===== src/design/timer_two_pkg.sv =====
// Purpose: shared constants for the auto-reload timer
// Assumes: 32-bit classic wishbone, byte addresses
// Notes:   8-bit registers sit in the low byte lane
package timer_two_pkg;
    localparam int unsigned ADDR_W = 8;
    localparam int unsigned DATA_W = 32;
    localparam int unsigned REG_W  = 8;

    // register byte offsets
    localparam logic [7:0] OFS_CONTROL   = 8'h00;
    localparam logic [7:0] OFS_RELOAD_LO = 8'h04;
    localparam logic [7:0] OFS_RELOAD_HI = 8'h08;
    localparam logic [7:0] OFS_COUNT_LO  = 8'h0c;
    localparam logic [7:0] OFS_COUNT_HI  = 8'h10;
    localparam logic [7:0] OFS_CLOCK_CTL = 8'h14;
    localparam logic [7:0] OFS_IRQ_EN    = 8'h18;

    // timer_control_reg fields
    localparam int unsigned BIT_HIGH_OVF   = 7;
    localparam int unsigned BIT_LOW_OVF    = 6;
    localparam int unsigned BIT_LOW_IRQ_EN = 5;
    localparam int unsigned BIT_LF_CAPTURE = 4;
    localparam int unsigned BIT_SPLIT      = 3;
    localparam int unsigned BIT_RUN        = 2;
    localparam int unsigned BIT_UNUSED     = 1;
    localparam int unsigned BIT_EXT_CLK    = 0;

    // clock_control_reg fields
    localparam int unsigned BIT_HIGH_CLK_SEL = 5;
    localparam int unsigned BIT_LOW_CLK_SEL  = 4;

    // irq enable register field
    localparam int unsigned BIT_TIMER_IRQ_EN = 5;

    // writable masks and reset values
    localparam logic [7:0] CONTROL_MASK   = 8'hfd;
    localparam logic [7:0] CLOCK_CTL_MASK = 8'h30;
    localparam logic [7:0] IRQ_EN_MASK    = 8'h20;
    localparam logic [7:0] CONTROL_RESET  = 8'h00;
    localparam logic [7:0] RELOAD_RESET   = 8'h00;
    localparam logic [7:0] COUNT_RESET    = 8'h00;
    localparam logic [7:0] CLOCK_RESET    = 8'h00;
    localparam logic [7:0] IRQ_EN_RESET   = 8'h00;
    localparam logic [7:0] BYTE_MAX       = 8'hff;

    // clock dividers
    localparam int unsigned CORE_DIV = 12;
    localparam int unsigned EXT_DIV  = 8;
endpackage


===== src/design/timer_two_ticks.sv =====
// Purpose: count-enable pulses for the timer clock sources
// Assumes: ext_osc_i is free running and slower than clk_i/2
// Notes:   ext_osc_i is resynchronised before edge detection
`timescale 1ns/1ps
module timer_two_ticks #(
    parameter int unsigned CORE_DIV = timer_two_pkg::CORE_DIV,
    parameter int unsigned EXT_DIV  = timer_two_pkg::EXT_DIV
) (
    input  wire logic clk_i,
    input  wire logic rst_i,
    input  wire logic ext_osc_i,
    output logic      div12_tick_o,
    output logic      ext8_tick_o
);
    logic [3:0] core_cnt;
    logic [2:0] ext_cnt;
    logic       ext_meta;
    logic       ext_sync;
    logic       ext_prev;
    wire        ext_rise  = ext_sync & ~ext_prev;
    wire        core_last = (core_cnt == 4'(CORE_DIV - 1));
    wire        ext_last  = (ext_cnt == 3'(EXT_DIV - 1));

    // core clock divided by twelve
    always_ff @(posedge clk_i) begin
        if (rst_i) begin
            core_cnt     <= 4'h0;
            div12_tick_o <= 1'b0;
        end else begin
            core_cnt     <= core_last ? 4'h0 : core_cnt + 4'h1;
            div12_tick_o <= core_last;
        end
    end

    // two-flop synchroniser, then divide rising edges by eight
    always_ff @(posedge clk_i) begin
        if (rst_i) begin
            ext_meta    <= 1'b0;
            ext_sync    <= 1'b0;
            ext_prev    <= 1'b0;
            ext_cnt     <= 3'h0;
            ext8_tick_o <= 1'b0;
        end else begin
            ext_meta    <= ext_osc_i;
            ext_sync    <= ext_meta;
            ext_prev    <= ext_sync;
            if (ext_rise) begin
                ext_cnt <= ext_last ? 3'h0 : ext_cnt + 3'h1;
            end
            ext8_tick_o <= ext_rise & ext_last;
        end
    end
endmodule


===== src/design/timer_two.sv =====
// Purpose: auto-reload timer, 16-bit or two 8-bit counters
// Assumes: classic wishbone slave, one wait state per access
// Notes:   irq_o is a level request to the interrupt logic
// Contract
// - count made of two 8-bit byte registers
// - control bit 3 selects split mode
// - sources: core, core/12, external/8
// - external divided clock synchronised to core
// - 16-bit wrap reloads, sets high flag
// - 16-bit overflow requests interrupt when enabled
// - low wrap interrupts when low enable set
// - split bytes reload from own reload
// - split: run gates high byte only
// - split byte clock from its select bit
// - split wraps set high and low flags
// - split high overflow requests interrupt
// - split either overflow with low enable
// - hardware never clears overflow flags
// - high clock select: one means core clock
// - high select zero follows external select
//
// Added by the designer: the Wishbone interface to the registers and the register offsets.
`timescale 1ns/1ps
module timer_two (
    input  wire logic        clk_i,
    input  wire logic        rst_i,
    input  wire logic        ext_osc_i,
    input  wire logic        cyc_i,
    input  wire logic        stb_i,
    input  wire logic        we_i,
    input  wire logic [7:0]  adr_i,
    input  wire logic [3:0]  sel_i,
    input  wire logic [31:0] dat_i,
    output logic      [31:0] dat_o,
    output logic             ack_o,
    output logic             irq_o
);
    logic [7:0] timer_control_reg;
    logic [7:0] clock_control_reg;
    logic [7:0] irq_enable_reg;
    logic [7:0] reload_low_byte;
    logic [7:0] reload_high_byte;
    logic [7:0] count_low_byte;
    logic [7:0] count_high_byte;
    logic       div12_tick;
    logic       ext8_tick;

    timer_two_ticks u_ticks (
        .clk_i        (clk_i),
        .rst_i        (rst_i),
        .ext_osc_i    (ext_osc_i),
        .div12_tick_o (div12_tick),
        .ext8_tick_o  (ext8_tick)
    );

    // control fields
    wire split_mode_select      =
        timer_control_reg[timer_two_pkg::BIT_SPLIT];
    wire run_control            =
        timer_control_reg[timer_two_pkg::BIT_RUN];
    wire ext_clock_select       =
        timer_control_reg[timer_two_pkg::BIT_EXT_CLK];
    wire low_byte_irq_enable    =
        timer_control_reg[timer_two_pkg::BIT_LOW_IRQ_EN];
    wire high_overflow_flag     =
        timer_control_reg[timer_two_pkg::BIT_HIGH_OVF];
    wire low_overflow_flag      =
        timer_control_reg[timer_two_pkg::BIT_LOW_OVF];
    wire high_byte_clock_select =
        clock_control_reg[timer_two_pkg::BIT_HIGH_CLK_SEL];
    wire low_byte_clock_select  =
        clock_control_reg[timer_two_pkg::BIT_LOW_CLK_SEL];
    wire timer_irq_enable       =
        irq_enable_reg[timer_two_pkg::BIT_TIMER_IRQ_EN];

    // bus decode: a write lands on the edge that sees ack high
    wire req       = cyc_i & stb_i;
    wire wr        = req & we_i & ack_o & sel_i[0];
    wire hit_ctrl  = (adr_i == timer_two_pkg::OFS_CONTROL);
    wire hit_rl_lo = (adr_i == timer_two_pkg::OFS_RELOAD_LO);
    wire hit_rl_hi = (adr_i == timer_two_pkg::OFS_RELOAD_HI);
    wire hit_cn_lo = (adr_i == timer_two_pkg::OFS_COUNT_LO);
    wire hit_cn_hi = (adr_i == timer_two_pkg::OFS_COUNT_HI);
    wire hit_clock_control_reg = (adr_i == timer_two_pkg::OFS_CLOCK_CTL);
    wire hit_irqen = (adr_i == timer_two_pkg::OFS_IRQ_EN);
    wire wr_ctrl   = wr & hit_ctrl;
    wire wr_cn_lo  = wr & hit_cn_lo;
    wire wr_cn_hi  = wr & hit_cn_hi;
    wire [7:0] wdat = dat_i[7:0];

    wire [7:0] rd_byte =
        hit_ctrl  ? timer_control_reg :
        hit_rl_lo ? reload_low_byte   :
        hit_rl_hi ? reload_high_byte  :
        hit_cn_lo ? count_low_byte    :
        hit_cn_hi ? count_high_byte   :
        hit_clock_control_reg ? clock_control_reg :
        hit_irqen ? irq_enable_reg    : 8'h00;

    // count enables per byte
    wire src_tick   = ext_clock_select ? ext8_tick : div12_tick;
    wire tick_high  = high_byte_clock_select ? 1'b1 : src_tick;
    wire tick_low   = low_byte_clock_select ? 1'b1 : src_tick;
    wire lo_max     = (count_low_byte == timer_two_pkg::BYTE_MAX);
    wire hi_max     = (count_high_byte == timer_two_pkg::BYTE_MAX);
    wire adv16      = ~split_mode_select & run_control & tick_low;
    wire adv_lo8    = split_mode_select & tick_low;
    wire adv_hi8    = split_mode_select & run_control & tick_high;
    wire adv_lo     = adv16 | adv_lo8;
    wire adv_hi     = (adv16 & lo_max) | adv_hi8;
    wire wrap16     = adv16 & lo_max & hi_max;
    wire low_wrap   = adv_lo & lo_max;
    wire high_wrap  = adv_hi & hi_max;
    wire [7:0] lo_plus = count_low_byte + 8'h01;
    wire [7:0] hi_plus = count_high_byte + 8'h01;

    logic [7:0] next_count_low;
    logic [7:0] next_count_high;
    assign next_count_low  =
        wr_cn_lo ? wdat :
        !adv_lo  ? count_low_byte :
        (wrap16 | (adv_lo8 & lo_max)) ? reload_low_byte :
        lo_plus;
    assign next_count_high =
        wr_cn_hi  ? wdat :
        !adv_hi   ? count_high_byte :
        high_wrap ? reload_high_byte :
        hi_plus;

    // hardware set wins over a clearing write
    wire set_high = high_wrap;
    wire set_low  = low_wrap;
    logic [7:0] next_control;
    assign next_control =
        ((wr_ctrl ? (wdat & timer_two_pkg::CONTROL_MASK)
                  : timer_control_reg)
         | ({7'h00, set_high} << timer_two_pkg::BIT_HIGH_OVF)
         | ({7'h00, set_low} << timer_two_pkg::BIT_LOW_OVF));

    wire next_irq = timer_irq_enable &
        (high_overflow_flag | (low_byte_irq_enable & low_overflow_flag));

    // bus slave
    always_ff @(posedge clk_i) begin
        if (rst_i) begin
            ack_o <= 1'b0;
            dat_o <= 32'h0000_0000;
        end else begin
            ack_o <= req & ~ack_o;
            dat_o <= {24'h00_0000, rd_byte};
        end
    end

    // configuration registers
    always_ff @(posedge clk_i) begin
        if (rst_i) begin
            reload_low_byte   <= timer_two_pkg::RELOAD_RESET;
            reload_high_byte  <= timer_two_pkg::RELOAD_RESET;
            clock_control_reg <= timer_two_pkg::CLOCK_RESET;
            irq_enable_reg    <= timer_two_pkg::IRQ_EN_RESET;
        end else begin
            if (wr & hit_rl_lo) begin
                reload_low_byte <= wdat;
            end
            if (wr & hit_rl_hi) begin
                reload_high_byte <= wdat;
            end
            if (wr & hit_clock_control_reg) begin
                clock_control_reg <= wdat & timer_two_pkg::CLOCK_CTL_MASK;
            end
            if (wr & hit_irqen) begin
                irq_enable_reg <= wdat & timer_two_pkg::IRQ_EN_MASK;
            end
        end
    end

    // counters, flags and request
    always_ff @(posedge clk_i) begin
        if (rst_i) begin
            timer_control_reg <= timer_two_pkg::CONTROL_RESET;
            count_low_byte    <= timer_two_pkg::COUNT_RESET;
            count_high_byte   <= timer_two_pkg::COUNT_RESET;
            irq_o             <= 1'b0;
        end else begin
            timer_control_reg <= next_control;
            count_low_byte    <= next_count_low;
            count_high_byte   <= next_count_high;
            irq_o             <= next_irq;
        end
    end
endmodule


===== config.mk =====
export PLATFORM = sky130hd
export DESIGN_NAME = timer_two
export DESIGN_NICKNAME = d
export VERILOG_FILES = /design/src/design/timer_two_pkg.sv /design/src/design/timer_two_ticks.sv /design/src/design/timer_two.sv
export SDC_FILE = /design/constraint.sdc
export NUM_CORES = 1
export LEC_CHECK = 0
export ABC_AREA = 1
export BUFFER_PORTS_ARGS = -buffer_cell sky130_fd_sc_hd__buf_2
export CAP_MARGIN = 15
export CORE_MARGIN = 1.5
export CORE_UTILIZATION = 58
export DETAILED_ROUTE_END_ITERATION = 10
export HOLD_SLACK_MARGIN = 0.06
export PLACE_DENSITY = 0.85
export SLEW_MARGIN = 20
export SYNTH_ARGS = -nofsm -noshare
export SYNTH_HDL_FRONTEND = slang
export SYNTH_SLANG_ARGS = --single-unit

===== constraint.sdc =====
create_clock -name clk_i -period 3.4 [get_ports clk_i]
set_clock_uncertainty 0.05 [all_clocks]
set_input_delay 0.17 -clock clk_i [delete_from_list [all_inputs] [get_ports clk_i]]
set_output_delay 0.17 -clock clk_i [all_outputs]
set_load 0.02 [all_outputs]

==> summary.txt, run 1 <==
CP max stage cell: dlygate4sd3_1
antenna cells: 0
vias in the first global route: 3,296
critical path arrival: 2.22 ns
initial antenna violation count: 0
area leader, netlist: dfxtp_1
Crit path largest cell delay: 0.52 ns
cells along the critical path: dlygate4sd3_1 > buf_2 > nand2_1 > nor2_2 > nand3_2 > inv_1 > nand2_1 > nand2_1 > inv_1 > a21oi_1
XOR/XNOR Fraction of Synth Area: 0.0240
PwrDens: 397 nW/µm²
TritonCTS Buffers: 9
synthesized flop and latch total: 64
critical path launch point type: primary input
worst path required time: 3.62 ns
DIE AREA: 6780 µm²
Max Root-Sink Buffers: 2
final clock period utilization by the worst path: 0.588
FMAX: 0.501 GHz
row count: 28
CTS tree: yes
wire per inst: 14.8 µm
Post-CTS Resized: 0
fin crit period: 2.00 ns
reg2reg path depth: 8
io pins: 84
area growth from synthesis to final layout: 10.1%
synth top area cells: dfxtp_1 (35%), nand2_1 (12%), inv_1 (6.7%), nand3_1 (6.6%), nor2_1 (5.6%)
Setup-failing EPs final: 0
RSZ-0062 raised after global routing: no
first-pass GRT wire length: 15,300 µm
drt first pass iters: 5
RR Startpoint: ack_o$_SDFF_PP0_
Skew-Pair Late Insertion Delay: 0.34 ns
largest family of logic cells by synthesized area: simple AND/OR/NAND/NOR gates
Worst Setup Path Type: primary input to register
most frequent CP cell: nand2_1
Fill cells: 510
most common cell after layout, fill and taps aside: nand2_1
Worst Min Path Start: dat_i[1]
Initial DRC Count: 383
FF+latch area: 1280 µm²
CP endpoint: count_high_byte[2]$_SDFFE_PP0P_
simple-gate portion of the synthesized area: 0.327
status: finished clean
post-synthesis compound-gate area fraction: 0.140
synthesized area: 3650 µm²
Synth Instances: 528
Overflow after GRT: 0
via count: 3,568
area of the multi-input gates: 1950 µm²
clk slew on worst S/H paths: 0.07 ns
core box area: 5990 µm²
worst hold path class: primary input to register
root buffer cell: clkbuf_8
Peak VDD IR: 0.000395 V
worst reg2reg endpoint: count_high_byte[2]$_SDFFE_PP0P_
max-slew violations: 0
Reg2Reg Setup Slack: 1.47 ns
Final Hold Fails: 0
Die Height: 82.3 µm
H-tree lvl count: 3
sequential share of the synthesized area: 0.351
GPL Wtd Cong: 0.949
setup_tns: 0 ns
ys flop type: dfxtp_1
Clock Sinks: 64
crit end category: register
leakage power: 1.86 nW
Synth Area in Adders: 0.0171
critical path fanouts, max: 13
HPWL Detailed: 6690 µm
final wirelength: 9520 µm
share of layout cells above drive strength 1: 0.156
nets: 620
largest net degree at the start of global routing: 36
Worst-Margin Slew: 0.886 ns
DRC errors left: 0
starting density of the core: 0.609
ys async rst share: 0
most frequent cells in the layout: nand2_1 (112), inv_1 (65), dfxtp_1 (64)
Synth warnings: 0
Max-Cap Viols: 0
Max-slew headroom: 0.409
die width: 82.3 µm
non-filler cells, final: 645
placed cell count: 626
syn_area_per_cell: 6.91 µm²
Distinct cells, synth: 40
Post-synth EDFFs: 0
IO buf count: 32
top cell type's share of synthesized area: 0.351
drt via density: 5.53
multiplexer share of the synthesized area: 0
Crit. Startpoint: stb_i
setup repair bufs after CTS: 0
GRT Util Overall: 0.305
Routed Antenna Nets: 0
==> cells in the mapped netlist (3+ instances only) <==
cell type    n
a21oi_1     36
clkbuf_1     3
ha_1         5
inv_2        6
nand2_4      5
xor2_1       7
nand4_1      8
nand3_2      3
xnor2_1      3
a31oi_1      3
o21ai_0     38
dfxtp_1     64
buf_4       24
nor2_4       6
nand2_2      4
inv_1       65
nand3_1     48
nand2_1    112
nor2_1      54
nor2_2       5
o21ai_1      3
==> worst min-delay path by stage <==
stage,endpoint,slack [ns],depth (start not counted)
after global routing,reload_high_byte[1]$_SDFFE_PP0P_,0.11,3
after detailed placement,u_ticks.ext_meta$_SDFF_PP0_,0.34,3
after floorplan,ack_o$_SDFF_PP0_,0.20,1
after CTS,reload_high_byte[1]$_SDFFE_PP0P_,0.12,3
after global placement,u_ticks.ext_meta$_SDFF_PP0_,0.32,3
final,reload_high_byte[1]$_SDFFE_PP0P_,0.13,3
==> power by group <==
part | switching (mW) | internal, mW | leakage (nW) | total [mW]
logic | 0.0695 | 0.0236 | 1.23 | 0.0931
clock network | 0.323 | 0.421 | 0.114 | 0.744
registers | 0.00391 | 0.756 | 0.517 | 0.760
total | 0.396 | 1.20 | 1.86 | 1.60
==> critical path: cells and delay by family <==
family          cells  cell delay (ns)
buf+inv             4             0.96
compound gates      1             0.13
simple gates        5             0.95
==> stage by stage <==
step	instance area, µm²	total power [mW]	hold slack (ns)	setup WS [ns]	util
after CTS	4020	1.60	0.115	1.43	0.671
after floorplan	3740	0.855	0.197	1.83	-
after global routing	4020	1.65	0.107	1.30	0.671
after global placement	3760	0.863	0.324	1.48	0.628
final	4020	1.60	0.127	1.40	0.671
after detailed placement	3760	0.866	0.336	1.46	0.628
==> what timing repair did <==
item                       CTS  global route
hold buffers                 3             0
hold endpoints to repair     2             0
setup endpoints to repair    0             0
==> cell type report <==
type	count	area share
Multi-Input combinational cell	382	0.484
Sequential cell	64	0.319
Inverter	73	0.0700
Timing Repair Buffer	35	0.0473
Clock buffer	9	0.0308
Clock inverter	7	0.0258
Tap cell	75	0.0233
==> routing by layer <==
layer | share of wire | GRT usage | wire [µm] | up-vias
li1 | - | - | - | 1723
met2 | 0.48 | 0.514 | 4590 | 196
met3 | 0.11 | 0.0934 | 1030 | 32
met4 | 0.028 | 0.122 | 270 | 0
met5 | 0 | 0 | 0 | -
met1 | 0.38 | 0.358 | 3630 | 1617
==> kinds of logic after synthesis <==
group,after synthesis
xor gates and xnor gates,10
and+or+nand+nor,252
AOI/OAI and AO/OA,91
adders and majority gates,5
other,1
buffers and inverters,105
DFF,64
(Power assumes the default switching activity.)
==> run 2: changes to the inputs <==
CORE_UTILIZATION = 49   (was 58)
PLACE_DENSITY = 0.76   (was 0.85)
clock period = 1.7 ns   (was 3.4 ns; I/O delays follow)
==> run 2 against run 1 <==
Compared with the run above: worst setup slack worse by 1.4 ns; design area grew 10%; global-route usage is 3.7 points lower; flip-flop and latch count is the same; combinational power is 130% higher; power grew 110%; via count rose by 4.6%; non-clock buffer count up 39; sequential share of layout area fell by 2.9 points; final cell count increased by 9.9%; sequential power rose by 100%; clock power is 120% higher; largest power group is now the clock network; highest routed layer unchanged.
==> summary.txt, run 2 (synthesis gave the netlist of run 1 again) <==
DRC errors left: 0 (unchanged)
most frequent cells in the layout: nand2_1 (110), inv_1 (63), dfxtp_1 (61)
wire per inst: 14.1 µm (-4.1%)
FF+latch area: 1280 µm² (+0.29%)
antenna cells: 0 (unchanged)
H-tree lvl count: 3 (unchanged)
Routed Antenna Nets: 0 (unchanged)
FMAX: 0.601 GHz
die width: 89.3 µm (+8.5%)
IO buf count: 32 (unchanged)
Worst Setup Path Type: register to register
initial antenna violation count: 0 (unchanged)
row count: 31 (+11%)
placed cell count: 676 (+8.0%)
worst path required time: 1.93 ns (-1.69 ns)
status: finished clean
nets: 660 (+6.5%)
PwrDens: 751 nW/µm² (+89%)
Peak VDD IR: 0.000495 V (+25%)
root buffer cell: clkbuf_8
max-slew violations: 0 (unchanged)
final wirelength: 10,000 µm (+5.4%)
RSZ-0062 raised after global routing: yes
CTS tree: yes
critical path arrival: 1.89 ns (-0.33 ns)
share of layout cells above drive strength 1: 0.215 (+0.0586)
fin crit period: 1.66 ns
Max-Cap Viols: 0 (unchanged)
drt via density: 5.26 (-4.8%)
Core Util, Final: 0.615 (-0.0564)
drt first pass iters: 5 (unchanged)
final clock period utilization by the worst path: 0.979
Initial DRC Count: 391 (+2.1%)
Final Hold Fails: 0 (unchanged)
most common cell after layout, fill and taps aside: nand2_1
P_sw: 0.776 mW (+96%)
Int Pwr: 2.55 mW (+110%)
largest net degree at the start of global routing: 19 (-47%)
first-pass GRT wire length: 16,000 µm (+5.1%)
GPL Wtd Cong: 0.972 (+2.4%)
area of the multi-input gates: 1990 µm² (+2.1%)
Reg2Reg Setup Slack: 0.04 ns (-1.43 ns)
critical path fanouts, max: 6 (-7)
clk slew on worst S/H paths: 0.07 ns (about the same)
Die Height: 89.3 µm (+8.5%)
Skew-Pair Late Insertion Delay: 0.35 ns (about the same)
Setup-failing EPs final: 0 (unchanged)
via count: 3,732 (+4.6%)
worst hold path class: primary input to register
non-filler cells, final: 709 (+9.9%)
combinational share of power: 0.063 (+0.005)
sequential power share: 0.456 (-0.020)
starting density of the core: 0.506 (-0.103)
HPWL Detailed: 7220 µm (+7.9%)
io pins: 84 (unchanged)
Clock power frac: 0.480 (+0.014)
met2 usage: 0.425 (-0.0887)
switching share of power: 0.233 (-0.0149)
crit end category: register
vias in the first global route: 3,443 (+4.5%)
setup_tns: 0 ns (unchanged)
most crowded layer after global routing: met2
met1 Use GR: 0.348 (-0.0104)
DIE AREA: 7980 µm² (+18%)
Max Root-Sink Buffers: 2 (unchanged)
GRT Util Overall: 0.268 (-0.0366)
GR Util met3: 0.0739 (-0.0195)
core box area: 7210 µm² (+20%)
leakage power: 2.06 nW (+11%)
area growth from synthesis to final layout: 21.5%
critical path launch point type: register
Fill cells: 672 (+32%)
Overflow after GRT: 0 (unchanged)
Clock Sinks: 64 (unchanged)
TritonCTS Buffers: 9 (unchanged)
-- run 2: cell count changes in the layout (fill, tap and decap cells not counted), sizes merged --
| cell | delta |
|---|---|
| buf | +30 |
| inv | -3 |
| clkinv | -3 |
| o21ai | +1 |
| dlygate4sd3 | +9 |
| clkbuf | +2 |
| bufinv | +1 |
| clkinvlp | +3 |
-- run 2: worst max-delay path: stages (launching register included) --
cell and delay, ns:
dfxtp_2 0.34, ha_2 0.19, nand2_2 0.07, nor2_4 0.12, nand2_4 0.10, o21ai_4 0.30
nand2_4 0.13, buf_4 0.17, a31oi_1 0.12
-- run 2: power groups by stage --
stage,clock network [mW],registers (mW),logic [mW]
after floorplan,0,1.55,0.156
after global routing,1.68,1.52,0.233
after detailed placement,0,1.55,0.184
after CTS,1.61,1.52,0.206
final,1.60,1.52,0.211
after global placement,0,1.55,0.179
-- run 2: layout make-up --
cell class | count | share of cell area
clock buffers | 11 | 0.0296
clock inverters | 5 | 0.0237
inverters | 73 | 0.0643
multi-input cells | 383 | 0.448
flip-flops and latches | 64 | 0.290
well taps | 99 | 0.0279
repair buffers | 74 | 0.117
-- run 2: timing repair --
action / in CTS / in global routing
hold buffers: 12 / 0
setup endpoints to repair: 0 / 26
hold endpoints to repair: 14 / 0
buffers inserted: 0 / 4
gates resized for setup: 0 / 14
-- run 2: stage by stage --
stage                     hold WS (ns)  area [µm²]  setup WS (ns)  power [mW]
after CTS                       0.0612        4360       0.000825        3.34
after floorplan                  0.112        3740          0.125        1.71
after global placement           0.242        4000         0.0597        1.73
after global routing            0.0870        4430        -0.0340        3.43
final                           0.0711        4430         0.0363        3.33
after detailed placement         0.255        4000         0.0273        1.74
-- run 2: final timing paths --
check                                                     from  depth (start not counted)                               end
worst max-delay path            count_low_byte[0]$_SDFFE_PP0P_                          8   timer_control_reg[7]$_SDFF_PP0_
worst min-delay path                                  dat_i[0]                          3  reload_high_byte[0]$_SDFFE_PP0P_
worst max register to register  count_low_byte[0]$_SDFFE_PP0P_                          8   timer_control_reg[7]$_SDFF_PP0_
worst min register to register     u_ticks.ext_meta$_SDFF_PP0_                          2       u_ticks.ext_sync$_SDFF_PP0_
-- run 2: routing by layer --
layer,part of all wire,up-vias
met5,0,-
li1,-,1802
met1,0.42,1719
met4,0.029,0
met2,0.47,181
met3,0.086,30
==> run 3: changes to the inputs <==
REMOVE_ABC_BUFFERS = 1   (was default)
SETUP_SLACK_MARGIN = 0.4   (was default)
==> run 3 against run 2 <==
Compared with the run above: die area did not move; clock power fell by 14%; via count rose by 1.1%; sequential share of layout area fell by 1.4 points; sequential power barely moved; worst setup slack improved by 0.032 ns; first-iteration DRC count fell by 26%; worst hold slack got worse by 0.0092 ns; routed wire length rose by 6.2%; count of clock-buffer cells in the layout fell by 2; flip-flop and latch count did not move; largest power group is now sequential cells; utilization rose by 3.2 points.
==> summary.txt, run 3 (synthesis gave the netlist of run 1 again) <==
first-pass GRT wire length: 16,400 µm (+1.9%)
row count: 31 (unchanged)
most frequent cells in the layout: nand2_1 (108), inv_1 (63), dfxtp_1 (59)
max-slew violations: 0 (unchanged)
Setup-failing EPs final: 0 (unchanged)
Post-Place Cell Area: 4010 µm² (+0.19%)
GPL Wtd Cong: 0.949 (-2.4%)
fin crit period: 1.63 ns (-0.0321 ns)
Skew-Pair Late Insertion Delay: 0.36 ns (about the same)
drt first pass iters: 5 (unchanged)
Peak VDD IR: 0.000499 V (+0.87%)
starting density of the core: 0.506 (unchanged)
DRC errors left: 0 (unchanged)
Clock Sinks: 64 (unchanged)
die width: 89.3 µm (unchanged)
nets: 665 (+0.76%)
Final Hold Fails: 0 (unchanged)
io pins: 84 (unchanged)
final clock period utilization by the worst path: 0.960 (-0.0189)
Fill cells: 629 (-6.4%)
RSZ-0062 raised after global routing: yes
critical path fanouts, max: 7 (+1)
initial antenna violation count: 0 (unchanged)
root buffer cell: clkbuf_8
CTS tree: yes
PwrDens: 667 nW/µm² (-11%)
final instance area: 4670 µm² (+5.2%)
GRT Util Overall: 0.274 (+0.00610)
via count: 3,774 (+1.1%)
crit end category: register
Max Root-Sink Buffers: 2 (unchanged)
H-tree lvl count: 3 (unchanged)
DIE AREA: 7980 µm² (unchanged)
area growth from synthesis to final layout: 27.8%
drt via density: 5.29 (+0.42%)
Max-Cap Viols: 0 (unchanged)
TritonCTS Buffers: 9 (unchanged)
setup_tns: 0 ns (unchanged)
IO buf count: 32 (unchanged)
FMAX: 0.613 GHz (+2.0%)
worst hold path class: primary input to register
Routed Antenna Nets: 0 (unchanged)
critical path arrival: 1.82 ns (-0.07 ns)
worst path required time: 1.89 ns (-0.04 ns)
status: finished clean
leakage power: 2.15 nW (+4.2%)
final wirelength: 10,700 µm (+6.2%)
reg2reg path depth: 10 (+2)
Die Height: 89.3 µm (unchanged)
wire per inst: 14.9 µm (+5.5%)
largest net degree at the start of global routing: 24 (+5)
critical path launch point type: register
Overflow after GRT: 0 (unchanged)
vias in the first global route: 3,360 (-2.4%)
Initial DRC Count: 288 (-26%)
Worst Setup Path Type: register to register
antenna cells: 0 (unchanged)
share of layout cells above drive strength 1: 0.276 (+0.0617)
most common cell after layout, fill and taps aside: nand2_1
Hold Crit Depth: 3 (unchanged)
clk slew on worst S/H paths: 0.08 ns (about the same)
core box area: 7210 µm² (unchanged)
HPWL Detailed: 7250 µm (+0.46%)
[run 3: cell count changes in the layout (fill, tap and decap cells not counted), sizes merged]
cell / before / now
clkinv: 1 / 3
clkbuf: 11 / 9
dlygate4sd3: 12 / 11
bufinv: 3 / 1
buf: 62 / 67
inv: 71 / 74
[run 3: power by group]
part           internal (mW)  switching, mW  leakage (nW)
Sequential              1.51        0.00833         0.519
Clock                  0.692          0.678         0.101
Combinational         0.0681          0.157          1.53
Total                   2.27          0.843          2.15
[run 3: area by class of cell]
class	count	area, µm²	area share
multi-input combinational	383	2170	0.465
sequential	64	1290	0.276
timing repair buffer	78	577	0.124
inverter	73	298	0.0638
clock buffer	9	124	0.0265
tap	99	124	0.0265
clock inverter	7	77.6	0.0166
timing repair inverter	1	7.51	0.00161
[run 3: path summary, 6_finish.rpt]
kind                                   startpoint                           endpoint  slack (ns)
setup / recovery  count_high_byte[0]$_SDFFE_PP0P_    count_high_byte[3]$_SDFFE_PP0P_        0.07
hold / removal                           dat_i[0]  timer_control_reg[0]$_SDFFE_PP0N_        0.06
setup reg to reg  count_high_byte[0]$_SDFFE_PP0P_    count_high_byte[3]$_SDFFE_PP0P_        0.07
hold reg to reg       u_ticks.ext_meta$_SDFF_PP0_        u_ticks.ext_sync$_SDFF_PP0_        0.36
[run 3: per-layer routing]
layer	share of wire	GRT usage	up-vias
li1	-	-	1821
met3	0.066	0.0462	33
met5	0	0	-
met4	0.031	0.119	0
met1	0.43	0.358	1749
met2	0.47	0.447	171
[run 3: through the flow]
step	power, mW	utilization	setup WS [ns]	hold slack, ns	cells
after floorplan	1.66	-	0.0929	0.0974	519
after global placement	1.73	0.555	0.0734	0.239	677
after detailed placement	1.74	0.555	0.0291	0.254	677
after CTS	3.10	0.622	0.135	0.0654	709
after global routing	3.20	0.647	-0.00148	0.0808	714
final	3.11	0.647	0.0683	0.0619	714
[run 3: critical path: stages (launching register included)]
cell and delay [ns]:
dfxtp_2 0.37, ha_4 0.16, nand2_4 0.06, nor2_4 0.12
nand2_4 0.11, buf_12 0.15, clkinvlp_4 0.14, buf_4 0.14
nand3_2 0.08, nand3_1 0.07, a21oi_1 0.05
[run 3: timing repair]
action                                 4_1_cts  5_1_grt
pin swaps                                   24       27
endpoints found under the hold margin       15        0
setup endpoints to repair                   39       43
buffers inserted                             3        5
hold buffers                                11        0
cloned                                       2        0
resized for setup                           47       41
